**config.mk**
```make
export PLATFORM = sky130hd
export DESIGN_NAME = vis_regs
export DESIGN_NICKNAME = d
export VERILOG_FILES = /design/src/common/vis_pkg.sv /design/src/logic/vis_regs.sv /design/src/logic/vis_sync.sv
export SDC_FILE = /design/constraint.sdc
export NUM_CORES = 1
export LEC_CHECK = 0
export ABC_AREA = 1
export BUFFER_PORTS_ARGS = -buffer_cell sky130_fd_sc_hd__buf_2
export CAP_MARGIN = 15
export CORE_MARGIN = 5
export CORE_UTILIZATION = 40
export DETAILED_ROUTE_END_ITERATION = 10
export GPL_TIMING_DRIVEN = 1
export PLACE_DENSITY = 0.59
export SETUP_SLACK_MARGIN = 0.02
export SLEW_MARGIN = 20
export SYNTH_ARGS = -nofsm -noshare
export SYNTH_HDL_FRONTEND = slang
export SYNTH_SLANG_ARGS = --single-unit
```
**constraint.sdc**
```tcl
create_clock -name clk_sys -period 7.1 [get_ports clk_sys]
set_input_delay 1.065 -clock clk_sys [delete_from_list [all_inputs] [get_ports clk_sys]]
set_output_delay 1.065 -clock clk_sys [all_outputs]
set_load 0.01 [all_outputs]
```
**src/common/vis_pkg.sv**
```systemverilog
// Constants, carriers and decode helpers for the video input selector register bank.
package vis_pkg;

	// -------------------------------------------------------------------
	// Register map.
	// -------------------------------------------------------------------
	localparam logic [4:0] ADDR_CONTROL     = 5'h00;
	localparam logic [4:0] ADDR_RESERVED    = 5'h01;
	localparam logic [7:0] CTRL_RESET       = 8'h00;
	localparam logic [7:0] RESERVED_READ    = 8'h00;
	localparam int         SEL_W            = 3;
	localparam int         FIRST_SEL_LSB    = 0;
	localparam int         SECOND_SEL_LSB   = 4;
	localparam logic [2:0] SEL_OFF          = 3'h0;
	localparam int         INPUT_COUNT      = 7;

	// -------------------------------------------------------------------
	// Three-wire frame and timing.
	// -------------------------------------------------------------------
	localparam int         FRAME_BITS       = 16;
	localparam logic       WRITE_BIT        = 1'b1;
	localparam int         CLK_SYS_KHZ      = 125000;
	localparam int         SCLK_MAX_KHZ     = 5000;
	localparam int         SCLK_PERIOD_CYC  = (CLK_SYS_KHZ + SCLK_MAX_KHZ - 1) / SCLK_MAX_KHZ;
	localparam int         SAMPLES_MIN      = 4;

	// Serial frame as shifted in, most significant field first.
	typedef struct packed {
		logic [1:0] chip_addr;
		logic       write_bit;
		logic [4:0] reg_addr;
		logic [7:0] data;
	} vis_frame_type;

	// Stored control fields.
	typedef struct packed {
		logic [2:0] second_sel;
		logic [2:0] first_sel;
	} vis_ctrl_type;

	typedef enum logic [1:0] {
		VIS_IDLE,
		VIS_SHIFT,
		VIS_WAIT_DESELECT
	} vis_state_type;

	// Turns a selection code into one enable per input; code zero enables none.
	function automatic logic [INPUT_COUNT-1:0] vis_input_enables(input logic [2:0] code);
		logic [INPUT_COUNT-1:0] en;
		en = '0;
		if (code != SEL_OFF) begin
			en[code - 3'h1] = 1'b1;
		end
		return en;
	endfunction

	// Packs the control fields into the register image, fixed bits as zero.
	function automatic logic [7:0] vis_ctrl_image(input vis_ctrl_type c);
		return {1'b0, c.second_sel, 1'b0, c.first_sel};
	endfunction

endpackage

```
**src/logic/vis_regs.sv**
```systemverilog
// Control register bank of the two-output video input selector with three-wire write port.
`timescale 1ns/1ns
module vis_regs
	import vis_pkg::*;
(
	// Clock and reset.
	input  wire logic                   clk_sys,
	input  wire logic                   rst,
	input  wire logic                   power_down_reset_pin_n,
	// Three-wire serial write port.
	input  wire logic                   serial_select_n,
	input  wire logic                   serial_shift_clock,
	input  wire logic                   serial_data_input,
	// Chip address straps.
	input  wire logic                   chip_addr_bit_low,
	input  wire logic                   chip_addr_bit_high,
	// Register read-back.
	input  wire logic [4:0]             read_addr,
	output logic      [7:0]             read_data,
	// Selection state and switch drive.
	output logic      [2:0]             first_output_select,
	output logic      [2:0]             second_output_select,
	output logic      [INPUT_COUNT-1:0] video_out_first_enable,
	output logic      [INPUT_COUNT-1:0] video_out_second_enable,
	output logic                        write_accepted
);

	// -------------------------------------------------------------------
	// Elaboration checks.
	// -------------------------------------------------------------------
	if (SCLK_PERIOD_CYC < SAMPLES_MIN) begin : g_rate_check
		$error("System clock too slow to sample the serial clock.");
	end

	// -------------------------------------------------------------------
	// Reset and pin synchronisation.
	// -------------------------------------------------------------------
	logic          clear_async;
	logic [4:0]    pins_sync;
	logic          csn_s;
	logic          sclk_s;
	logic          sdi_s;
	logic [1:0]    strap_s;

	// Power-down clears the bank without waiting for a clock.
	assign clear_async = rst | ~power_down_reset_pin_n;

	vis_sync #(
		.WIDTH     (5),
		.RESET_VAL (5'h10)
	) u_sync (
		.clk_sys  (clk_sys),
		.rst      (clear_async),
		.pin_in   ({serial_select_n, serial_shift_clock, serial_data_input,
			chip_addr_bit_high, chip_addr_bit_low}),
		.sync_out (pins_sync)
	);

	// Named views of the synchronised pins.
	assign csn_s   = pins_sync[4];
	assign sclk_s  = pins_sync[3];
	assign sdi_s   = pins_sync[2];
	assign strap_s = pins_sync[1:0];

	// -------------------------------------------------------------------
	// Frame receiver.
	// -------------------------------------------------------------------
	logic          sclk_prev_reg;
	logic          csn_prev_reg;
	vis_state_type state_reg;
	vis_state_type state_next;
	logic [4:0]    count_reg;
	logic [4:0]    count_next;
	logic [15:0]   shift_reg;
	logic [15:0]   shift_next;
	logic          sclk_rise;
	logic          csn_fall;
	logic          last_edge;
	vis_frame_type frame;
	logic          frame_ok;
	logic          write_fire;

	// Edges are taken from the synchronised copies only.
	assign sclk_rise  = sclk_s & ~sclk_prev_reg;
	assign csn_fall   = ~csn_s & csn_prev_reg;
	assign last_edge  = (state_reg == VIS_SHIFT) && sclk_rise && !csn_s
		&& (count_reg == 5'(FRAME_BITS - 1));
	assign frame      = vis_frame_type'({shift_reg[14:0], sdi_s});
	// Only a write to this chip at the control address lands.
	assign frame_ok   = (frame.chip_addr == strap_s) && (frame.write_bit == WRITE_BIT)
		&& (frame.reg_addr == ADDR_CONTROL);
	assign write_fire = last_edge && frame_ok;

	// Next-state logic: shift MSB first, stop after sixteen bits until deselect.
	always_comb begin
		state_next = state_reg;
		count_next = count_reg;
		shift_next = shift_reg;
		case (state_reg)
			VIS_IDLE: begin
				if (csn_fall) begin
					state_next = VIS_SHIFT;
					count_next = 5'h00;
				end
			end
			VIS_SHIFT: begin
				if (csn_s) begin
					state_next = VIS_IDLE;
				end else if (sclk_rise) begin
					shift_next = {shift_reg[14:0], sdi_s};
					count_next = count_reg + 5'h01;
					if (last_edge) begin
						state_next = VIS_WAIT_DESELECT;
					end
				end
			end
			VIS_WAIT_DESELECT: begin
				if (csn_s) begin
					state_next = VIS_IDLE;
				end
			end
			default: begin
				state_next = VIS_IDLE;
			end
		endcase
	end

	// Receiver state flops.
	always_ff @(posedge clk_sys or posedge clear_async) begin
		if (clear_async) begin
			state_reg     <= VIS_IDLE;
			count_reg     <= 5'h00;
			shift_reg     <= 16'h0000;
			sclk_prev_reg <= 1'b0;
			csn_prev_reg  <= 1'b1;
		end else begin
			state_reg     <= state_next;
			count_reg     <= count_next;
			shift_reg     <= shift_next;
			sclk_prev_reg <= sclk_s;
			csn_prev_reg  <= csn_s;
		end
	end

	// -------------------------------------------------------------------
	// Control register and outputs.
	// -------------------------------------------------------------------
	vis_ctrl_type ctrl_reg;
	vis_ctrl_type ctrl_next;
	logic [7:0]   read_next;

	// Only the two fields are stored, so fixed-zero bits cannot be set.
	assign ctrl_next.first_sel  = write_fire ? frame.data[FIRST_SEL_LSB +: SEL_W]
		: ctrl_reg.first_sel;
	assign ctrl_next.second_sel = write_fire ? frame.data[SECOND_SEL_LSB +: SEL_W]
		: ctrl_reg.second_sel;
	// The reserved address and unmapped addresses read as zero.
	assign read_next = (read_addr == ADDR_CONTROL) ? vis_ctrl_image(ctrl_reg)
		: RESERVED_READ;

	// Register bank; reset leaves both outputs grounded.
	always_ff @(posedge clk_sys or posedge clear_async) begin
		if (clear_async) begin
			ctrl_reg <= vis_ctrl_type'({CTRL_RESET[6:4], CTRL_RESET[2:0]});
		end else begin
			ctrl_reg <= ctrl_next;
		end
	end

	// Registered read-back, decoded switch drive and write pulse.
	always_ff @(posedge clk_sys or posedge clear_async) begin
		if (clear_async) begin
			read_data               <= RESERVED_READ;
			video_out_first_enable  <= '0;
			video_out_second_enable <= '0;
			write_accepted          <= 1'b0;
		end else begin
			read_data               <= read_next;
			video_out_first_enable  <= vis_input_enables(ctrl_reg.first_sel);
			video_out_second_enable <= vis_input_enables(ctrl_reg.second_sel);
			write_accepted          <= write_fire;
		end
	end

	assign first_output_select  = ctrl_reg.first_sel;
	assign second_output_select = ctrl_reg.second_sel;

	// -------------------------------------------------------------------
	// Assertions and covers.
	// -------------------------------------------------------------------
	first_field_load_a: assert property (@(posedge clk_sys) disable iff (clear_async)
		write_fire |=> first_output_select == $past(frame.data[2:0]))
		else $error("First select field did not load bits 2:0.");

	second_field_load_a: assert property (@(posedge clk_sys) disable iff (clear_async)
		write_fire |=> second_output_select == $past(frame.data[6:4]))
		else $error("Second select field did not load bits 6:4.");

	first_reset_off_a: assert property (@(posedge clk_sys)
		rst |-> first_output_select == 3'h0 && video_out_first_enable == '0)
		else $error("First output not grounded during reset.");

	second_reset_off_a: assert property (@(posedge clk_sys)
		rst |-> second_output_select == 3'h0 && video_out_second_enable == '0)
		else $error("Second output not grounded during reset.");

	pdn_clear_a: assert property (@(posedge clk_sys) disable iff (rst)
		!power_down_reset_pin_n |-> ctrl_reg == '0 && read_data == 8'h00)
		else $error("Power-down did not clear the registers.");

	// Enables lag the select by one cycle, so only a select held for two edges is compared.
	decode_map_a: assert property (@(posedge clk_sys) disable iff (clear_async)
		$stable(first_output_select) |-> video_out_first_enable == ((first_output_select == 3'h0)
		? 7'h00 : 7'(7'h01 << (first_output_select - 3'h1))))
		else $error("First output decode wrong.");

	second_decode_a: assert property (@(posedge clk_sys) disable iff (clear_async)
		$stable(second_output_select) |-> video_out_second_enable == ((second_output_select == 3'h0)
		? 7'h00 : 7'(7'h01 << (second_output_select - 3'h1))))
		else $error("Second output decode wrong.");

	sixteenth_edge_a: assert property (@(posedge clk_sys) disable iff (clear_async)
		(state_reg == VIS_SHIFT && count_reg < 5'(FRAME_BITS - 1)) |=> $stable(ctrl_reg))
		else $error("Control register changed before the sixteenth edge.");

	pulse_follows_a: assert property (@(posedge clk_sys) disable iff (clear_async)
		write_accepted |-> $past(last_edge) && $past(frame.reg_addr) == ADDR_CONTROL
		&& state_reg == VIS_WAIT_DESELECT)
		else $error("Write pulse without a matching frame.");

	cover_write_c:    cover property (@(posedge clk_sys) disable iff (clear_async)
		write_fire ##1 write_accepted);
	cover_foreign_c:  cover property (@(posedge clk_sys) disable iff (clear_async)
		last_edge && !frame_ok);
	cover_pdn_c:      cover property (@(posedge clk_sys) disable iff (rst)
		$fell(power_down_reset_pin_n));
	cover_seventh_c:  cover property (@(posedge clk_sys) disable iff (clear_async)
		video_out_second_enable[6]);

endmodule

```
**src/logic/vis_sync.sv**
```systemverilog
// Two-flip-flop synchroniser for pin inputs.
`timescale 1ns/1ns
module vis_sync
	import vis_pkg::*;
#(
	parameter int               WIDTH     = 1,
	parameter logic [WIDTH-1:0] RESET_VAL = '0
) (
	// Clock and reset.
	input  wire logic             clk_sys,
	input  wire logic             rst,
	// Asynchronous pins in, synchronised levels out.
	input  wire logic [WIDTH-1:0] pin_in,
	output logic      [WIDTH-1:0] sync_out
);

	logic [WIDTH-1:0] meta_reg;

	// The first stage feeds only the second stage.
	always_ff @(posedge clk_sys or posedge rst) begin
		if (rst) begin
			meta_reg <= RESET_VAL;
			sync_out <= RESET_VAL;
		end else begin
			meta_reg <= pin_in;
			sync_out <= meta_reg;
		end
	end

endmodule
```
==> impl_results.md, run 1 <==
* Violation count after the first detailed-routing iteration at 36
* Number of H-tree levels at 3
* Quantity of hold-fixing buffers added after cts at 0
* Setup slack after layout at about 5100 ps
* Width of the die at 87.9 µm
* Critical Path Start Type: flop
* Required time worst endpoint at roughly 6000 ps
* Number of buffers on the longest clock path at 2
* Placement Setup Slack at approximately 5200 ps
* Global-route congestion overflow total at 0
* Endpoints failing hold at 0
* Count of antenna diodes in the layout at 0
* Cell chosen for the clock root: clkbuf_8
* Fraction of power spent switching nets at 22.6%
* CTS clk-pin slew, worst paths at 60 ps
* Post-cts resize count at 0
* Clock sinks at 61
* Routed wire length at 3820 µm
* Detail Placement HPWL at 2640 µm
* Global-route wire length before repair at 6850 µm
* Floorplan Core Area at 0.00592 mm²
* Top Family by Delay on Critical Path: flip-flops
* Average size of a mapped cell at just over 10 µm²
* Number of warnings issued by yosys at 0
* Flip-flop and latch count after synthesis at 61
* Final weighted congestion in routability-driven placement at between 0.7 and 0.8
* Height of the die at 87.9 µm
* Maximum fanout count along the critical path at 4
* Crit Path Class: flop to primary output
* Relative contribution of the clock network to total power at between 30% and 40%
* Worst path slowest cell: dfrtp_1
* Count of input and output buffers at 39
* MaxCap Viol Count at 0
* Critical path, cell by cell: buf_2
* Worst-case headroom to the max-slew limit at 50.9%
* Total CTS buffers at 9
* Cells taking the most area after synthesis: dfrtp_1 60%, nand2_1 8.8%, inv_1 3.9%
* Area used by sequential logic in the layout at ~0.0015 mm²
* Cell internal power dissipation at roughly 510 µW
* Cell area after synthesis at 0.00243 mm²
* Worst-Margin Slew at ~740 ps
* Proportion of power drawn by flip-flops and latches at 55.6%
* Pin count of the biggest net entering global routing at 62
* Post-route minimum period at between 1500 and 2000 ps
* CTS tree: done
* Final worst-path cycle share at 27.7%
* Ports placed on the boundary at 42
* First drt pass iteration count at 4
* Clock Skews at ~3.3 ps
* Final number of setup-violating endpoints at 0
* Number of distinct library cells after synthesis at 25
* Max Freq at about 510 MHz
* Cell taking the most area after synthesis: dfrtp_1
* Hold WC Path Type: flop to flop
* Routed vias/inst at 4.45
* VDD IR-drop max at 0.0927 mV
* Setup repair after global routing missed its margin: no
* Total negative slack at 0 ps
* GRT Util Overall at 11.5%
* Number of flip-flops under the largest register name at 15
* PD cells at 232 mW/mm²
* Arrival time worst endpoint at 900 ps
* Total leakage power at 0.00151 µW
* Number of max-slew violations in the final report at 0
* Full die area at around 0.0077 mm²
* Site row count at 28
* Type of destination of the critical path: primary output
* Vias in the first global route at 1646
* Final std cells w/o fill at 365
* Layout cell share with drive strength beyond 1 at 26.2%
* Result of the run: complete, no violations
* Post-DR wirelength/cell at 10.5 µm
* Clock insertion delay at the later pin of the skew report at 320 ps
* Proportion of netlist area held by the largest area contributor at 59.8%
* Antenna violations before repair at 0
* Nets@finish at 306
* Count of unresolved DRC violations after routing at 0
* Sequential-to-total area share from yosys stat at a little over three fifths
* Reported net switching power at 150 µW
* Placed insts at 351
* Layout-stage area growth over the synthesis result at 18.2%
* Critical path buffer and inverter count at 1
* Cell count after synthesis at 239
* Post-CTS repair timing setup buffer count at 0
* Delay contributed by the slowest stage of the critical path at 420 ps
* Comb pwr share at 5.8%
* Count of nets left with antenna violations after detail routing at 0
* Overall via count from detail_route at 1623
* Filler Cells Inserted at 561
* Area occupied by multi-input gates at 756 µm²
* Initial Utilization at 41.0%
==> through the flow <==
step | hold WS, ps | area, µm² | util, % | total power, µW
2_1_floorplan | 331 | 2430 | - | 404
3_3_place_gp | 332 | 2710 | 45.7 | 414
3_5_place_dp | 336 | 2710 | 45.7 | 416
4_1_cts | 350 | 2870 | 48.5 | 680
5_1_grt | 355 | 2870 | 48.5 | 704
6_report | 348 | 2870 | 48.5 | 665
==> layout make-up <==
| class | count | share of cell area (%) |
|---|---|---|
| inverters | 33 | 4.31 |
| flip-flops and latches | 61 | 53.3 |
| repair buffers | 40 | 7.06 |
| multi-input cells | 142 | 26.3 |
| well taps | 75 | 3.27 |
| clock buffers | 12 | 5.40 |
| clock inverters | 2 | 0.349 |
==> final timing paths <==
path | start | endpoint | slack (ps) | cells past startpoint
max | second_output_select[2] | second_output_select[2] | 5140 | 1
min | u_sync.meta_reg[3] | u_sync.sync_out[3] | 350 | 0
max reg2reg | count_reg[0] | second_output_select[1] | 5550 | 9
min reg2reg | u_sync.meta_reg[3] | u_sync.sync_out[3] | 350 | 0
max in group asynchronous | rst | first_output_select[0] | 5590 | 3
min in group asynchronous | power_down_reset_pin_n | read_data[4] | 1010 | 4
==> layer usage <==
metal / part of all wire [%] / GRT usage, %
met5: 0 / 0
met4: 1.1 / 6.69
met3: 7.4 / 2.92
met2: 47 / 19.2
met1: 44 / 13.3
==> kinds of logic after synthesis <==
family / Yosys count / share of synthesized area (%)
and+or+nand+nor: 109 / 21.7
xor gates and xnor gates: 3 / 1.08
other: 1 / 0.154
buffers and inverters: 37 / 6.34
AOI/OAI and AO/OA: 22 / 4.59
adders and majority gates: 6 / 3.09
DFF: 61 / 63.0
==> cells in the final DEF, fill, tap and decap left out, types with 2 or more instances in the layout <==
master | synthesis | final
nor3_1 | 4 | 4
o21ai_1 | 16 | 16
ha_1 | 6 | 6
or2_1 | 2 | 2
inv_1 | 25 | 25
o21ai_0 | 5 | 5
dfstp_2 | 3 | 3
conb_1 | 1 | 2
inv_2 | 8 | 8
nand2_4 | 2 | 2
nor2_1 | 23 | 22
nor2_8 | 3 | 3
nand2_2 | 2 | 2
clkinv_2 | 0 | 2
buf_2 | 0 | 39
xnor2_1 | 2 | 2
nand2_1 | 57 | 57
dfrtp_1 | 58 | 58
clkbuf_8 | 0 | 11
nand3_1 | 10 | 10
or2_2 | 2 | 2
==> synthesized netlist by cell type, drive strengths merged <==
cell type  instances
nand2             61
dfrtp             58
inv               33
nor2              27
o21ai             21
nand3             11
ha                 6
buf                4
nor3               4
or2                4
dfstp              3
xnor2              2
conb               1
nand4              1
nor3b              1
o22ai              1
xor2               1
==> power groups by stage <==
stage / clock network, µW / registers, µW / logic, µW
3_3_place_gp: 0 / 376 / 38.3
3_5_place_dp: 0 / 376 / 39.6
5_1_grt: 288 / 371 / 44.9
2_1_floorplan: 0 / 374 / 30.4
6_report: 257 / 370 / 38.4
4_1_cts: 270 / 370 / 39.7
(Power assumes the default switching activity.)
==> inputs of run 2 (changes only) <==
==> constraint.sdc (replaced) <==
create_clock -name clk_sys -period 2 [get_ports clk_sys]
set_input_delay 0.3 -clock clk_sys [delete_from_list [all_inputs] [get_ports clk_sys]]
set_output_delay 0.3 -clock clk_sys [all_outputs]
set_load 0.01 [all_outputs]
==> run 2 against run 1 <==
Against the previous run:
- clock skew rose by 5.0 ps
- combinational power grew to 3.7 times the previous value
- register-to-register slack lost 5100 ps
- largest cell class unchanged
- clock-buffer cell count decreased by 2
- global-route usage grew 0.39 points
- via count decreased by 0.62%
- cell count rose by 0.82%
- clock power grew to 4.6 times the previous value
- highest routed layer unchanged
- sequential share of layout area shrank 1.3 points
- utilization is 1.2 points higher
- final area rose by 2.5%
- sequential power rose to 3.5 times the previous value
==> impl_results.md, run 2 (synthesis results as in run 1) <==
* Result of the run: complete, no violations
* Clock insertion delay at the later pin of the skew report at 330 ps
* Violation count after the first detailed-routing iteration at between 60 and 70
* Final hold slack at approximately 12 ps
* Height of the die at 87.9 µm
* Overall via count from detail_route at 1613
* Post-DR wirelength/cell at 10.5 µm
* Hold WC Path Type: input pin to async pin
* VDD IR-drop max at ~0.41 mV
* Layout cell share with drive strength beyond 1 at 26.6%
* Total leakage power at 0.00154 µW
* Proportion of power drawn by flip-flops and latches at between 50% and 60%
* Endpoints failing hold at 0
* GRT Util Overall at approximately an eighth
* Number of buffers on the longest clock path at 2
* Global-route wire length before repair at 6980 µm
* Busiest metal layer after global routing: met2
* Required time worst endpoint at 2220 ps
* Floorplan Core Area at slightly below 0.006 mm²
* Full die area at 0.00773 mm²
* Filler Cells Inserted at 570
* Number of flip-flops under the largest register name at 15
* Final worst-path cycle share at just under 80%
* Maximum fanout count along the critical path at 8
* Count of antenna diodes in the layout at 0
* Reported net switching power at 592 µW
* Global routing usage on met1 at 14.3%
* CTS clk-pin slew, worst paths at 70 ps
* MaxCap Viol Count at 0
* Setup repair after global routing missed its margin: no
* CTS tree: done
* Layout-stage area growth over the synthesis result at 21.2%
* Final number of setup-violating endpoints at 0
* Cell chosen for the clock root: clkbuf_8
* Total CTS buffers at 9
* Detail Placement HPWL at 2770 µm
* Clock Skews at 8.31 ps
* Site row count at 28
* Number of H-tree levels at 3
* Leading cell types in the layout, fill and taps excluded: 58 x dfrtp_1, 57 x nand2_1, 39 x buf_2
* Count of unresolved DRC violations after routing at 0
* Max Freq at 648 MHz
* Final non-filler cell area at 0.00294 mm²
* Most frequent standard cell in the layout excluding fill and tap cells: dfrtp_1
* Routed wire length at 3850 µm
* Final weighted congestion in routability-driven placement at 0.739
* Antenna violations before repair at 0
* Critical Path Start Type: flop
* Width of the die at about 88 µm
* Post-place instance area at 0.00272 mm²
* Type of destination of the critical path: flop
* Routed vias/inst at between 4 and 5
* Comb pwr share at 5.4%
* Initial Utilization at 41.0%
* Post-route minimum period at 1540 ps
* Relative contribution of the clock network to total power at roughly 45%
* Vias in the first global route at 1568
* Total negative slack at 0 ps
* Crit Path Class: flop to flop
* Met3 Usage GRT at just over 4%
* PD cells at slightly below 900 mW/mm²
* Count of nets left with antenna violations after detail routing at 0
* Global-route congestion overflow total at 0
* Count of input and output buffers at 39
* Arrival time worst endpoint at approximately 1800 ps
* First drt pass iteration count at 4
* Number of max-slew violations in the final report at 0
* Ports placed on the boundary at 42
* Pin count of the biggest net entering global routing at 49
* Nets@finish at 307
* Clock sinks at 61
* Fraction of power spent switching nets at 22.5%
* M2 GR Usage at 18.6%
* Cell internal power dissipation at 2030 µW
* Post-CTS repair timing setup buffer count at 0
-- run 2: per-layer routing --
metal	vias up	wire, µm
li1	835	-
met1	732	1750
met2	40	1720
met3	6	310
met4	0	67
met5	-	0
-- run 2: cell type report --
type / count / area (µm²) / share of cell area [%]
Multi-Input combinational cell: 142 / 756 / 25.7
Inverter: 33 / 124 / 4.21
Tap cell: 75 / 93.8 / 3.19
Clock inverter: 6 / 86.3 / 2.93
Sequential cell: 61 / 1530 / 52.0
Clock buffer: 10 / 128 / 4.34
Timing Repair Buffer: 41 / 225 / 7.65
-- run 2: worst max-delay path: stages, from the launching register on --
cell and delay [ps]:
dfrtp_1 400, ha_1 200, inv_1 40, nor3_1 130, ha_1 160, inv_1 90
nor2_8 180, nand2_4 100, nand2_1 70, nand2_1 50
-- run 2: repair_timing --
item                                    CTS  global route
endpoints found under the setup margin    0             0
hold buffers                              1             0
resized for setup                         0             0
endpoints found under the hold margin     1             0
-- run 2: per-stage QoR --
stage | worst slack [ps] | util (%) | power, µW | instances
final | 458 | 49.7 | 2630 | 368
after global routing | 299 | 49.7 | 2770 | 368
after CTS | 438 | 49.7 | 2670 | 368
after detailed placement | 449 | 45.9 | 1480 | 351
after global placement | 498 | 45.9 | 1480 | 351
after floorplan | 574 | - | 1440 | 240
-- run 2: worst paths after layout --
check,depth (start not counted),slack [ps],endpoint,startpoint
worst max-delay path,9,460,second_output_select[0],count_reg[0]
worst min-delay path,2,10,shift_reg[11],rst
worst max register to register,9,460,second_output_select[0],count_reg[0]
worst min register to register,0,350,u_sync.sync_out[2],u_sync.meta_reg[2]
max in group asynchronous,5,870,state_reg[0],power_down_reset_pin_n
min in group clk_sys,1,70,u_sync.meta_reg[0],chip_addr_bit_low
-- run 2: power by group through the flow --
| stage | sequential (µW) | clock (µW) | combinational [µW] |
|---|---|---|---|
| after CTS | 1310 | 1210 | 147 |
| after global placement | 1330 | 0 | 142 |
| after detailed placement | 1340 | 0 | 145 |
| final | 1310 | 1170 | 142 |
| after floorplan | 1330 | 0 | 109 |
| after global routing | 1320 | 1280 | 169 |
==> inputs of run 3 (changes only) <==
--- a/config.mk
+++ b/config.mk
@@ -12,7 +12,7 @@
 export CORE_UTILIZATION = 40
 export DETAILED_ROUTE_END_ITERATION = 10
 export GPL_TIMING_DRIVEN = 1
-export PLACE_DENSITY = 0.59
+export PLACE_DENSITY = 0.61
 export SETUP_SLACK_MARGIN = 0.02
 export SLEW_MARGIN = 20
 export SYNTH_ARGS = -nofsm -noshare
==> constraint.sdc (replaced) <==
create_clock -name clk_sys -period 1.3 [get_ports clk_sys]
set_input_delay 0.195 -clock clk_sys [delete_from_list [all_inputs] [get_ports clk_sys]]
set_output_delay 0.195 -clock clk_sys [all_outputs]
set_load 0.01 [all_outputs]
==> run 3 against run 2 <==
Against the previous run:
- the flow now finishes with violations (setup timing)
- clock-buffer cell count up 5
- flip-flop and latch count is the same
- die area is the same
- sequential share of layout area fell by 3.8 points
- utilization grew 4.0 points
- wire length grew 4.3%
- critical path type unchanged
- critical endpoint is now write_accepted
==> impl_results.md, run 3 (synthesis results as in run 1) <==
* Number of flip-flops under the largest register name at 15
* Number of buffers on the longest clock path at 2
* Total leakage power at 0.00166 µW
* Number of H-tree levels at 3
* Violation count after the first detailed-routing iteration at 73
* Setup repair after global routing missed its margin: yes
* Total negative slack at -539 ps
* First drt pass iteration count at 4
* Layout cell share with drive strength beyond 1 at 35.1%
* Arrival time worst endpoint at 1650 ps
* Post-place instance area at 0.00286 mm²
* Post-route minimum period at approximately 1400 ps
* Ports placed on the boundary at 42
* Count of antenna diodes in the layout at 0
* CTS tree: done
* Count of unresolved DRC violations after routing at 0
* Count of input and output buffers at 39
* Final non-filler cell area at 0.00318 mm²
* Global-route congestion overflow total at 0
* Global-route wire length before repair at 6920 µm
* Cell type with the highest occurrence count on the critical path: inv_2
* Overall via count from detail_route at 1694
* GRT Util Overall at approximately an eighth
* Critical Path Start Type: flop
* Floorplan Core Area at between 0.005 and 0.006 mm²
* Hold WC Path Type: input pin to async pin
* Height of the die at 87.9 µm
* PD cells at 1190 mW/mm²
* Critical path, cell by cell: ha_2, inv_2, nor3_2, ha_2, inv_2, nor2_8, nand2_4, buf_4, inv_2
* Number of cells on the worst reg-to-reg path at 9
* Required time worst endpoint at 1570 ps
* VDD IR-drop max at 0.595 mV
* Width of the die at roughly 88 µm
* Top Family by Delay on Critical Path: adder cells
* Register-to-Register Setup Slack at -80 ps
* Routed wire length at 4020 µm
* Delay contributed by the slowest stage of the critical path at 350 ps
* Max Freq at 727 MHz
* Layout-stage area growth over the synthesis result at 30.9%
* Final weighted congestion in routability-driven placement at 0.742
* Filler Cells Inserted at approximately 530
* Startpoint of the worst register-to-register path: count_reg[1]
* Capture instance of the worst register-to-register path: write_accepted
* Crit Path Class: flop to flop
* Antenna violations before repair at 0
* Final worst-path cycle share at 106%
* Routed vias/inst at 4.33
* Number of max-slew violations in the final report at 0
* Failing checks: setup timing
* Post-DR wirelength/cell at around 10 µm
* Leading cell types in the layout, fill and taps excluded: 57 x nand2_1, 57 x dfrtp_1, 39 x buf_2
* Result of the run: finished with violations
* CTS clk-pin slew, worst paths at 60 ps
* Maximum fanout count along the critical path at 8
* Detail Placement HPWL at 2740 µm
* Nets@finish at 330
* Endpoints failing hold at 0
* Pin count of the biggest net entering global routing at 62
* Worst path slowest cell: dfrtp_1
* Clock Skews at about 3.5 ps
* Initial Utilization at 41.0%
* Type of destination of the critical path: flop
* MaxCap Viol Count at 0
* Total CTS buffers at 9
* Clock insertion delay at the later pin of the skew report at 320 ps
* Critical path buffer and inverter count at 4
* Cell chosen for the clock root: clkbuf_8
* Clock sinks at 61
* Full die area at between 0.007 and 0.008 mm²
* Final number of setup-violating endpoints at 9
* Tot Pwr at 3800 µW
* Setup slack after layout at -75.0 ps
* Count of nets left with antenna violations after detail routing at 0
* Site row count at 28
* Vias in the first global route at 1623
-- run 3: cell types whose count changed in the layout (fill, tap and decap cells not counted), moves of 3 or more --
cell           delta
dlygate4sd3_1     +5
inv_2             +6
ha_4              +3
ha_2              +3
ha_1              -6
clkbuf_8          +3
inv_1             -7
buf_4            +18
-- run 3: worst max path at each step --
stage | start | end | slack (ps) | cells after the start
floorplan | count_reg[0] | count_reg[4] | -70 | 6
global placement | count_reg[1] | second_output_select[2] | -50 | 9
global route | count_reg[1] | second_output_select[1] | -190 | 9
detailed placement | count_reg[1] | first_output_select[2] | -90 | 9
finish | count_reg[1] | write_accepted | -80 | 9
CTS | count_reg[1] | first_output_select[0] | -100 | 9
-- run 3: repair_timing --
item	4_1_cts	5_1_grt
pin swaps	2	4
hold buffers	6	0
endpoints found under the hold margin	63	0
setup buffers	1	4
setup endpoints to repair	8	18
gates resized for setup	0	9
-- run 3: worst reg2reg max path, delay by kind of cell, from the launching register on --
kind                       cells  cell delay (ps)
adders and majority gates      2              390
buffers and inverters          4              270
and+or+nand+nor                3              320
DFF                            1              350
-- run 3: area by class of cell --
| class | count | area (µm²) | area share, % |
|---|---|---|---|
| tap | 75 | 93.8 | 2.95 |
| timing repair buffer | 64 | 410 | 12.9 |
| sequential | 61 | 1530 | 48.2 |
| clock inverter | 1 | 5.00 | 0.157 |
| clock buffer | 15 | 176 | 5.55 |
| multi-input combinational | 142 | 826 | 26.0 |
| inverter | 33 | 136 | 4.29 |
-- run 3: where the power goes --
| group | switching [µW] | internal, µW |
|---|---|---|
| clock | 663 | 848 |
| combinational | 158 | 118 |
| sequential | 37.6 | 1970 |
| total | 858 | 2940 |
-- run 3: metrics by stage --
stage          util, %  std cells  setup WS [ps]  hold WS, ps
6_report          53.7        391          -75.0         79.0
5_1_grt           53.7        391           -187          108
4_1_cts           52.5        387          -96.4         89.1
3_5_place_dp      48.3        364          -92.8          301
3_3_place_gp      48.3        364          -50.4          301
2_1_floorplan        -        240          -69.3          199
-- run 3: per-layer routing --
layer  part of all wire, %  up-vias  track usage, %  routed length [µm]
met1                    46      765            14.3                1830
met5                     0        -               0                   0
met4                   1.3        0            7.11                  52
li1                      -      885               -                   -
met2                    46       38            18.0                1850
met3                   7.0        6            3.67                 282
